## src/rco_pkg.sv

```systemverilog
/*
  Package for the reset interrupt and clock output select block: register
  indices, field positions, reset values, timing counts and carrier types.
  Assumes a 20 MHz system clock and an APB master with 32-bit data.
*/
package rco_pkg;
  localparam int          ADDR_W        = 18;
  // Register indices; byte address is four times the index
  localparam logic [15:0] IDX_IRQ_EN    = 16'hFF1D;
  localparam logic [15:0] IDX_IRQ_LAT   = 16'hFF1E;
  localparam logic [15:0] IDX_CLK_CFG   = 16'hFF1F;
  localparam logic [15:0] RST_IRQ_EN    = 16'h000E;
  localparam logic [15:0] RST_IRQ_LAT   = 16'h0000;
  localparam logic [5:0]  RST_CLK_CFG   = 6'h08;
  // Field positions
  localparam int          POS_HW_RST    = 4;
  localparam int          POS_RCVR_125  = 5;
  localparam int          POS_FREE_125  = 4;
  localparam int          POS_REF_PIN   = 3;
  localparam int          POS_HB_RCVR   = 2;
  localparam int          POS_HB_FREE   = 1;
  localparam int          POS_DIG_25    = 0;
  // Edges after reset release before straps are trusted
  localparam logic [1:0]  BOOT_CYCLES   = 2'h3;
  // Synchronised pin inputs
  localparam int          N_SYNC        = 6;
  localparam int          S_RCVR        = 0;
  localparam int          S_FREE        = 1;
  localparam int          S_XTAL        = 2;
  localparam int          S_PD_STRAP    = 3;
  localparam int          S_PD_CFG      = 4;
  localparam int          S_GIG         = 5;

  typedef struct packed {
    logic              psel;
    logic              penable;
    logic              pwrite;
    logic [ADDR_W-1:0] paddr;
    logic [31:0]       pwdata;
  } rco_apb_req_type;

  typedef struct packed {
    logic [N_SYNC-1:0] sync1;
    logic [N_SYNC-1:0] sync2;
    logic [1:0]        boot_cnt;
    logic [15:0]       irq_en;
    logic              hw_reset_event_latched;
    logic [5:0]        clk_cfg;
    logic              ref_div;
    logic              xtal_prev;
    logic              general_purpose_clock_output_pin;
    logic              ref_out;
    logic              int_n;
    logic [31:0]       prdata;
    logic              pready;
    logic              pslverr;
  } rco_state_type;
endpackage

```

## src/rco_top.sv

```systemverilog
/*
  Reset interrupt latch and clock output selection with an APB slave.
  Assumes clock sources and straps arrive as asynchronous pins, and that
  the pins are sampled at 20 MHz, so the clock outputs are sampled images.
*/
// How it works
// - Interrupt pin goes low while reset latch, enable bit 4 and power-down are set.
// - Enable bit 4 takes its default from the power-down strap after reset.
// - Interrupt only when power-down after reset is strapped or configured.
// - Status bit 4 sets after hardware reset, cleared by reading it.
// - Config bit 5 puts the recovered fast clock on the GP clock pin.
// - Config bit 4 puts the free-running fast clock on the GP clock pin.
// - Config bit 3, default one, drives crystal reference on reference pin.
// - With a 50 MHz crystal input, reference pin carries it divided by two.
// - Recovered heartbeat comes from reference or recovered clock by mode.
// - Config bit 2 puts the recovered heartbeat on the GP clock pin.
// - Free heartbeat comes from reference or free-running clock by mode.
// - Config bit 1 puts the free heartbeat on the GP clock pin.
// - Config bit 0 puts the digital reference copy on the GP clock pin.
`timescale 1ns/1ns
module rco_top (
  input  wire logic                      SYS_CLK,
  input  wire logic                      RST,
  input  wire logic                      PSEL,
  input  wire logic                      PENABLE,
  input  wire logic                      PWRITE,
  input  wire logic [rco_pkg::ADDR_W-1:0] PADDR,
  input  wire logic [31:0]               PWDATA,
  output logic      [31:0]               PRDATA,
  output logic                           PREADY,
  output logic                           PSLVERR,
  input  wire logic                      RECOVERED_CLK,
  input  wire logic                      FREE_CLK,
  input  wire logic                      CRYSTAL_INPUT_PIN,
  input  wire logic                      CRYSTAL_50M_MODE,
  input  wire logic                      PD_STRAP,
  input  wire logic                      SOFT_POWERDOWN_AFTER_RESET_CONFIG,
  input  wire logic                      GIGABIT_MODE,
  output logic                           GENERAL_PURPOSE_CLOCK_OUTPUT_PIN,
  output logic                           REFERENCE_CLOCK_OUTPUT_PIN,
  output logic                           INT_N
);
  rco_pkg::rco_state_type   s_q;
  rco_pkg::rco_state_type   s_d;
  rco_pkg::rco_apb_req_type req;
  logic                     x50_s1_q;
  logic                     x50_q;
  logic                     setup;
  logic                     rd_acc;
  logic                     wr_acc;
  logic [15:0]              idx;
  logic                     powerdown;
  logic                     boot_done;
  logic                     ref25;
  logic                     hb_rcvr;
  logic                     hb_free;

  assign req = '{psel: PSEL, penable: PENABLE, pwrite: PWRITE,
                 paddr: PADDR, pwdata: PWDATA};
  assign setup  = req.psel && !req.penable;
  assign rd_acc = req.psel && req.penable && s_q.pready && !req.pwrite;
  assign wr_acc = req.psel && req.penable && s_q.pready && req.pwrite;
  assign idx    = 16'(req.paddr[rco_pkg::ADDR_W-1:2]);

  // 50 MHz crystal mode strap, two-stage sampler
  always_ff @(posedge SYS_CLK) begin
    if (RST) begin
      x50_s1_q <= 1'b0;
      x50_q    <= 1'b0;
    end else begin
      x50_s1_q <= CRYSTAL_50M_MODE;
      x50_q    <= x50_s1_q;
    end
  end

  assign powerdown = s_q.sync2[rco_pkg::S_PD_STRAP] ||
                     s_q.sync2[rco_pkg::S_PD_CFG];
  assign boot_done = (s_q.boot_cnt == rco_pkg::BOOT_CYCLES - 2'h1);
  assign ref25     = x50_q ? s_q.ref_div
                           : s_q.sync2[rco_pkg::S_XTAL];
  assign hb_rcvr   = s_q.sync2[rco_pkg::S_GIG]
                     ? s_q.sync2[rco_pkg::S_RCVR] : ref25;
  assign hb_free   = s_q.sync2[rco_pkg::S_GIG]
                     ? s_q.sync2[rco_pkg::S_FREE] : ref25;

  always_comb begin
    s_d = s_q;
    s_d.sync1 = {GIGABIT_MODE, SOFT_POWERDOWN_AFTER_RESET_CONFIG, PD_STRAP,
                 CRYSTAL_INPUT_PIN, FREE_CLK, RECOVERED_CLK};
    s_d.sync2 = s_q.sync1;
    s_d.xtal_prev = s_q.sync2[rco_pkg::S_XTAL];
    // Halve the sampled 50 MHz crystal on its rising edges
    if (s_q.sync2[rco_pkg::S_XTAL] && !s_q.xtal_prev) begin
      s_d.ref_div = !s_q.ref_div;
    end
    if (s_q.boot_cnt != rco_pkg::BOOT_CYCLES) begin
      s_d.boot_cnt = s_q.boot_cnt + 2'h1;
    end
    // Bus: answer in the access phase, data chosen in setup
    s_d.pready  = setup;
    s_d.pslverr = 1'b0;
    if (setup) begin
      s_d.prdata = 32'h0000_0000;
      unique case (idx)
        rco_pkg::IDX_IRQ_EN:  s_d.prdata = {16'h0000, s_q.irq_en};
        rco_pkg::IDX_IRQ_LAT: begin
          s_d.prdata[rco_pkg::POS_HW_RST] = s_q.hw_reset_event_latched;
        end
        rco_pkg::IDX_CLK_CFG: s_d.prdata = {26'h0, s_q.clk_cfg};
        default:              s_d.pslverr = 1'b1;
      endcase
    end
    if (!setup) begin
      s_d.pslverr = 1'b0;
    end
    if (wr_acc && idx == rco_pkg::IDX_IRQ_EN) begin
      s_d.irq_en = req.pwdata[15:0];
    end
    if (wr_acc && idx == rco_pkg::IDX_CLK_CFG) begin
      s_d.clk_cfg = req.pwdata[5:0];
    end
    if (rd_acc && idx == rco_pkg::IDX_IRQ_LAT) begin
      s_d.hw_reset_event_latched = 1'b0;
    end
    // Strap capture once samplers are valid; set beats read clear
    if (boot_done) begin
      s_d.irq_en[rco_pkg::POS_HW_RST] = s_q.sync2[rco_pkg::S_PD_STRAP];
      s_d.hw_reset_event_latched = 1'b1;
    end
    s_d.int_n = !(s_q.hw_reset_event_latched &&
                  s_q.irq_en[rco_pkg::POS_HW_RST] && powerdown);
    s_d.ref_out = s_q.clk_cfg[rco_pkg::POS_REF_PIN] && ref25;
    // Priority order only matters if software breaks the one-hot use
    if (s_q.clk_cfg[rco_pkg::POS_RCVR_125]) begin
      s_d.general_purpose_clock_output_pin = s_q.sync2[rco_pkg::S_RCVR];
    end else if (s_q.clk_cfg[rco_pkg::POS_FREE_125]) begin
      s_d.general_purpose_clock_output_pin = s_q.sync2[rco_pkg::S_FREE];
    end else if (s_q.clk_cfg[rco_pkg::POS_HB_RCVR]) begin
      s_d.general_purpose_clock_output_pin = hb_rcvr;
    end else if (s_q.clk_cfg[rco_pkg::POS_HB_FREE]) begin
      s_d.general_purpose_clock_output_pin = hb_free;
    end else if (s_q.clk_cfg[rco_pkg::POS_DIG_25]) begin
      s_d.general_purpose_clock_output_pin = ref25;
    end else begin
      s_d.general_purpose_clock_output_pin = 1'b0;
    end
  end

  always_ff @(posedge SYS_CLK) begin
    if (RST) begin
      s_q                        <= '0;
      s_q.irq_en                 <= rco_pkg::RST_IRQ_EN;
      s_q.hw_reset_event_latched <= rco_pkg::RST_IRQ_LAT[rco_pkg::POS_HW_RST];
      s_q.clk_cfg                <= rco_pkg::RST_CLK_CFG;
      s_q.int_n                  <= 1'b1;
    end else begin
      s_q <= s_d;
    end
  end

  assign PRDATA                           = s_q.prdata;
  assign PREADY                           = s_q.pready;
  assign PSLVERR                          = s_q.pslverr;
  assign GENERAL_PURPOSE_CLOCK_OUTPUT_PIN = s_q.general_purpose_clock_output_pin;
  assign REFERENCE_CLOCK_OUTPUT_PIN       = s_q.ref_out;
  assign INT_N                            = s_q.int_n;
endmodule

```

## config.mk

```make
export PLATFORM = sky130hd
export DESIGN_NAME = rco_top
export DESIGN_NICKNAME = d
export VERILOG_FILES = /design/src/rco_pkg.sv /design/src/rco_top.sv
export SDC_FILE = /design/constraint.sdc
export NUM_CORES = 1
export LEC_CHECK = 0
export BUFFER_PORTS_ARGS = -buffer_cell sky130_fd_sc_hd__buf_4
export CAP_MARGIN = 30
export CORE_MARGIN = 2
export CORE_UTILIZATION = 46
export CTS_BUF_LIST = sky130_fd_sc_hd__clkbuf_4 sky130_fd_sc_hd__clkbuf_8
export DETAILED_ROUTE_END_ITERATION = 6
export HOLD_SLACK_MARGIN = 0.1
export PLACE_DENSITY = 0.82
export SLEW_MARGIN = 20
export SYNTH_ARGS = -nofsm -noshare
export SYNTH_HDL_FRONTEND = slang
export SYNTH_SLANG_ARGS = --single-unit
```

## constraint.sdc

```tcl
create_clock -name SYS_CLK -period 1.66 [get_ports SYS_CLK]
set_clock_uncertainty 0.1 [all_clocks]
set_input_delay 0.166 -clock SYS_CLK [delete_from_list [all_inputs] [get_ports SYS_CLK]]
set_output_delay 0.166 -clock SYS_CLK [all_outputs]
set_load 0.01 [all_outputs]
```

==> run summary, run 1 <==
Critical Path RT - 1.83 ns
Leak pwr - 1.45 nW
Main combinational cell family by area after synthesis - simple AND/OR/NAND/NOR gates
Clk slew on worst S/H paths - 0.07 ns
Post-Synthesis Cells - 299
Slew Limit Fails - 0
Arrival time of the worst setup path - 1.57 ns
Area delta synth->final - 32.0%
Crit start category - flop
CTS Root Cell - clkbuf_8
Highest Clock Rate - 710 MHz
CP Class - flop to flop
Final RePlAce weighted congestion - 0.774
Core area - 5540 sq um
Worst path top cell family by delay - simple AND/OR/NAND/NOR gates
IO Count - 99
H-tree Lvls - 3
Rows - 27
Crit. End Element - flop
CP Buf/Inv Count - 1
Crit path from - PREADY$_SDFF_PP0_
Number of synthesized register bits - 62
Hold Crit Class - input pin to flop
Die Ht - 80.2 microns
Critical-path top delay cell - dfxtp_1
Mapped cell area - 2670 sq um
Max_slew headroom - 0.609
First-pass GRT wire length - 9110 microns
Drt initial violations - 191
Max IR drop VDD - 0.000594 V
Minimum clock period - 1.41 ns
CP peak stage delay - 0.33 ns
RSZ-0062 raised after global routing - no
Sequential cell area - 1240 sq um
# diodes - 0
Post-route setup TNS - 0 ns
Multiplexer share of the synthesized area - 0.00750
DRT antenna net count - 0
CTS resizes - 0
Crit Path Max Fanout - 21
Vias - 2274
Die width - 80.2 microns
CTS Buf Count - 9
Power per Cell Area - 877 nW/um^2
Vias in the first global route - 2121
Area of the multi-input gates - 1140 sq um
Worst-Margin Slew - 0.587 ns
Simple-gate share of the synthesized area - 0.226
Final Hold Viols - 0
Max Cap Viol - 0
Final Cycle Share - 0.849
Yosys warns - 0
Nets - 439
Global Route Usage Sum - 0.184
Vias per inst - 5.03
Fraction of layout cells with a size suffix above 1 - 0.271
Clock Latency Late Sink - 0.34 ns
Deepest clock path buffer count - 2
DP Area - 3110 sq um
Seq/Total Area, Yosys - 0.465
Drt first pass iters - 4
Overall power - 3.09 mW
HP Start - RST
Starting Density - 0.481
Cell Chain, Critical Path - and3_1, and2_0, buf_12, nand3_1, a21oi_1
Synth Area in Compound Gates - 0.152
Pin count of the biggest net entering global routing - 36
CTS tree - built
# setup viols final - 0
Post-synth EDFFs - 0
DRC - 0
CTS Sinks - 62
Fillers - 464
Final WL - 5680 microns
Synth Area per Inst - 8.92 sq um
Xor and xnor fraction of the mapped netlist area - 0.00657
Unique masters post-synth - 42
WL/cell - 12.6 microns
Design Area, Final - 3520 sq um
PortBufs - 64
Critical R2R Launch - PREADY$_SDFF_PP0_
Commonest cells after routing, fill and taps aside - 77 x buf_4, 62 x dfxtp_1, 33 x a21oi_1, 28 x nand3_1, 23 x dlygate4sd3_1
DP HPWL - 3780 microns
Outcome - completed
Most used DFF post-synth - dfxtp_1
Adder-Cell Fraction of Synth Area - 0.00938
Global route overflow - 0
Synth async-reset ratio - 0
Most common cell after layout, fill and taps aside - buf_4
Antenna violations before repair - 0
Total Die Area - 6420 sq um
-- path summary, 6_finish.rpt --
| check | slack [ns] | endpoint | cells after the start |
|---|---|---|---|
| worst max-delay path | 0.25 | s_q[46]$_SDFFE_PP0P_ | 5 |
| worst min-delay path | 0.12 | s_q[63]$_SDFFE_PP0P_ | 2 |
| worst max register to register | 0.25 | s_q[46]$_SDFFE_PP0P_ | 5 |
| worst min register to register | 0.32 | INT_N$_SDFF_PP1_ | 1 |
-- report_power, final --
part | leakage (nW) | internal, mW | switching, mW
registers | 0.505 | 1.54 | 0.0269
logic | 0.853 | 0.181 | 0.147
clock network | 0.0913 | 0.619 | 0.579
-- cells in the mapped netlist, types with 3 or more instances --
master    number  area (sq um)
dfxtp_1       62          1240
a21oi_1       33           165
buf_4         33           248
nand3_1       28           140
o21ai_0       18          90.1
nor2b_1       17           106
nor2_1        15          56.3
nand2_1       13          48.8
clkbuf_1      11          41.3
nor3_1         8          40.0
a221oi_1       6          52.6
buf_2          6          30.0
inv_1          5          18.8
a31oi_1        4          25.0
o21bai_1       4          30.0
nor3_2         3          30.0
-- cell families (layout without fill, tap and decap cells) --
logic type	Yosys count	count (layout)
buffers and inverters	57	123
other	1	16
AOI/OAI and AO/OA	70	70
DFF	62	62
xor gates and xnor gates	2	2
and+or+nand+nor	103	103
muxes	2	2
adders and majority gates	2	2
-- state kept, by name, summed over array words and instances, names as in the netlist --
signal	flops
PREADY	1
s_d	7
x50_s1_q	1
GENERAL_PURPOSE_CLOCK_OUTPUT_PIN	1
x50_q	1
PSLVERR	1
REFERENCE_CLOCK_OUTPUT_PIN	1
s_q	32
INT_N	1
PRDATA	16
-- through the flow --
| stage | util | instances | worst slack, ns | hold WS (ns) |
|---|---|---|---|---|
| after floorplan | - | 314 | 0.0630 | 0.194 |
| after global placement | 0.561 | 413 | -0.0623 | 0.275 |
| final | 0.636 | 452 | 0.251 | 0.122 |
| after detailed placement | 0.561 | 413 | -0.0824 | 0.281 |
| after global routing | 0.636 | 452 | 0.157 | 0.125 |
| after CTS | 0.636 | 452 | 0.254 | 0.116 |
-- area by class of cell --
class / count / area share
Tap cell: 72 / 0.0256
Sequential cell: 62 / 0.352
Clock inverter: 5 / 0.00959
Inverter: 5 / 0.00533
Clock buffer: 11 / 0.0430
Timing Repair Buffer: 102 / 0.241
Multi-Input combinational cell: 195 / 0.323
-- what timing repair did --
action	4_1_cts	5_1_grt
buffers inserted	0	0
hold buffers	23	0
endpoints found under the hold margin	28	0
-- per-layer routing --
metal	GRT usage	wire, microns	vias to the layer above
li1	-	-	1144
met4	0.0898	97	0
met5	0	0	-
met2	0.322	2930	77
met1	0.209	2260	1042
met3	0.0427	386	11
Power figures use the tool's default switching activity.
==> inputs of run 2 (changes only) <==
- CORE_UTILIZATION: 46 -> 51
- PLACE_DENSITY: 0.82 -> 0.86
- clock period: 1.66 -> 1.37 ns (I/O delays scaled with it)
==> run 2 against run 1 <==
  * Hold slack improved by 0.0033 ns
  * Routed wire length increased by 8.5%
  * Via count rose by 3.2%
  * Register-to-register slack worse by 0.21 ns
  * Core utilization up 8.5 points
  * Cell area rose by 3.8%
  * Power up 33%
  * Count of clock-buffer cells in the layout is 1 higher
  * Largest cell class unchanged
  * Setup slack worse by 0.23 ns
  * Global-route usage grew 3.2 points
  * Combinational power rose by 27%
==> run summary, run 2 (synthesis results as in run 1) <==
Outcome - completed
Total Die Area - 5820 sq um (-9.3%)
PnR worst setup slack - 0.0182 ns (-0.233 ns)
Fraction of layout cells with a size suffix above 1 - 0.301 (+0.0300)
Pin count of the biggest net entering global routing - 47 (+31%)
Nets - 442 (+0.68%)
Final WL - 6160 microns (+8.5%)
Starting Density - 0.526 (+0.0442)
Clock Latency Late Sink - 0.34 ns (about the same)
Area of the multi-input gates - 1190 sq um (+4.6%)
PortBufs - 64 (unchanged)
Critical Path RT - 1.47 ns (-0.36 ns)
Critical R2R Launch - PREADY$_SDFF_PP0_
# setup viols final - 0 (unchanged)
Most common cell after layout, fill and taps aside - buf_4
Final Cycle Share - 0.987
DRT antenna net count - 0 (unchanged)
Max reg flops - 32 (unchanged)
Max IR drop VDD - 0.000850 V (+43%)
Design Area, Final - 3660 sq um (+3.8%)
CTS Buf Count - 9 (unchanged)
Core area - 5070 sq um (-8.4%)
Hold slack - 0.125 ns (+0.00334 ns)
CP peak stage delay - 0.56 ns (+0.23 ns)
Worst reg-to-reg setup slack - 0.04 ns (-0.21 ns)
Global Route Usage Sum - 0.215 (+0.0317)
Final Hold Viols - 0 (unchanged)
Deepest clock path buffer count - 2 (unchanged)
DP HPWL - 3950 microns (+4.6%)
Hold path cells - 2 (unchanged)
DRC - 0 (unchanged)
Rows - 26 (-3.7%)
Crit start category - input pin
Crit. End Element - flop
Fillers - 369 (-20%)
Cell Chain, Critical Path - buf_4, nand4b_1, or4_4, buf_8, o21ai_1, a21oi_1
IO Count - 99 (unchanged)
HP Start - RST
Slew Limit Fails - 0 (unchanged)
Power per Cell Area - 1120 nW/um^2 (+28%)
Critical-path top delay cell - or4_4
R2r endpoint - s_q[49]$_SDFFE_PP1P_
Die width - 76.3 microns (-4.8%)
Number of cells on the worst reg-to-reg path - 5 (unchanged)
Arrival time of the worst setup path - 1.46 ns (-0.11 ns)
Biggest register - s_q
RSZ-0062 raised after global routing - yes
Sequential cell area - 1240 sq um (unchanged)
DP Area - 3150 sq um (+1.4%)
Leak pwr - 1.52 nW (+4.6%)
Highest Clock Rate - 740 MHz
Post-placement cell count - 414 (+0.24%)
# diodes - 0 (unchanged)
CP Class - input pin to flop
Die Ht - 76.3 microns (-4.8%)
Vias per inst - 5.19 (+3.2%)
Antenna violations before repair - 0 (unchanged)
Commonest cells after routing, fill and taps aside - 78 x buf_4, 62 x dfxtp_1, 31 x a21oi_1, 27 x nand3_1, 23 x dlygate4sd3_1
WL/cell - 13.6 microns (+8.5%)
Clk slew on worst S/H paths - 0.06 ns (about the same)
Cell Count, Final, Fillers Out - 452 (unchanged)
Area delta synth->final - 37.1%
H-tree Lvls - 3 (unchanged)
CTS Root Cell - clkbuf_8
DP Worst Slack - -0.359 ns (-0.277 ns)
Final RePlAce weighted congestion - 0.811 (+4.8%)
First-pass GRT wire length - 10100 microns (+11%)
Max Cap Viol - 0 (unchanged)
Drt first pass iters - 5 (+1)
CTS tree - built
WHS Endpoint - s_q[62]$_SDFFE_PP0P_
CTS Sinks - 62 (unchanged)
Setup bufs post-CTS - 0 (unchanged)
Vias - 2347 (+3.2%)
Minimum clock period - 1.35 ns
Hold Crit Class - input pin to flop
Vias in the first global route - 2278 (+7.4%)
Drt initial violations - 212 (+11%)
Global route overflow - 0 (unchanged)
Crit Path Max Fanout - 15 (-29%)
[run 2: cell count changes in the layout (fill, tap and decap cells not counted), moves of 2 or more]
cell / delta
o21ai_1: +11
o21ai_2: +2
a21oi_2: +2
bufinv_16: +2
or4_1: -2
clkinv_2: -2
a21oi_1: -2
or4_4: +2
o21ai_0: -13
[run 2: routing by layer]
metal | global-route usage | up-vias | part of all wire
li1 | - | 1148 | -
met1 | 0.259 | 1088 | 0.41
met2 | 0.355 | 100 | 0.51
met3 | 0.0462 | 11 | 0.065
met4 | 0.125 | 0 | 0.017
met5 | 0 | - | 0
[run 2: power breakdown]
part           internal (mW)  leakage [nW]  total, mW  switching [mW]
Combinational          0.228         0.898      0.415           0.187
Clock                   1.13         0.112       1.80           0.670
Sequential              1.86         0.505       1.89          0.0325
Total                   3.22          1.52       4.11           0.889
[run 2: repair_timing]
action | in CTS | in global routing
endpoints found under the hold margin | 29 | 0
hold buffers | 23 | 0
setup endpoints to repair | 21 | 18
pin swaps | 0 | 1
gates resized for setup | 5 | 16
[run 2: worst max-delay path by stage]
| stage | slack, ns | startpoint | depth (start not counted) | endpoint |
|---|---|---|---|---|
| after floorplan | -0.16 | PADDR[3] | 6 | s_q[47]$_SDFFE_PP1P_ |
| after global placement | -0.30 | PADDR[3] | 6 | s_q[53]$_SDFFE_PP0P_ |
| after detailed placement | -0.36 | PADDR[3] | 6 | s_q[61]$_SDFFE_PP0P_ |
| after CTS | 0.006 | PREADY$_SDFF_PP0_ | 5 | s_q[41]$_SDFFE_PP0P_ |
| after global routing | -0.02 | PREADY$_SDFF_PP0_ | 5 | s_q[49]$_SDFFE_PP1P_ |
| final | 0.02 | PADDR[3] | 6 | s_q[52]$_SDFFE_PP0P_ |
[run 2: critical path: cells and delay by family]
kind	cells	cell delay [ns]
compound gates	2	0.25
buf+inv	2	0.30
simple gates	2	0.77
[run 2: cell type report]
class                           count  share of cell area
Tap cell                           70              0.0240
Sequential cell                    62               0.339
Inverter                            5             0.00513
Timing Repair Buffer              105               0.244
Clock buffer                       12              0.0435
Multi-Input combinational cell    195               0.326
Clock inverter                      3              0.0185
[run 2: through the flow]
step | utilization | power [mW] | TNS, ns
after CTS | 0.713 | 4.12 | 0
after detailed placement | 0.621 | 2.29 | -9.91
after global placement | 0.621 | 2.28 | -8.72
after floorplan | - | 2.15 | -2.00
after global routing | 0.720 | 4.27 | -0.0479
final | 0.720 | 4.11 | 0
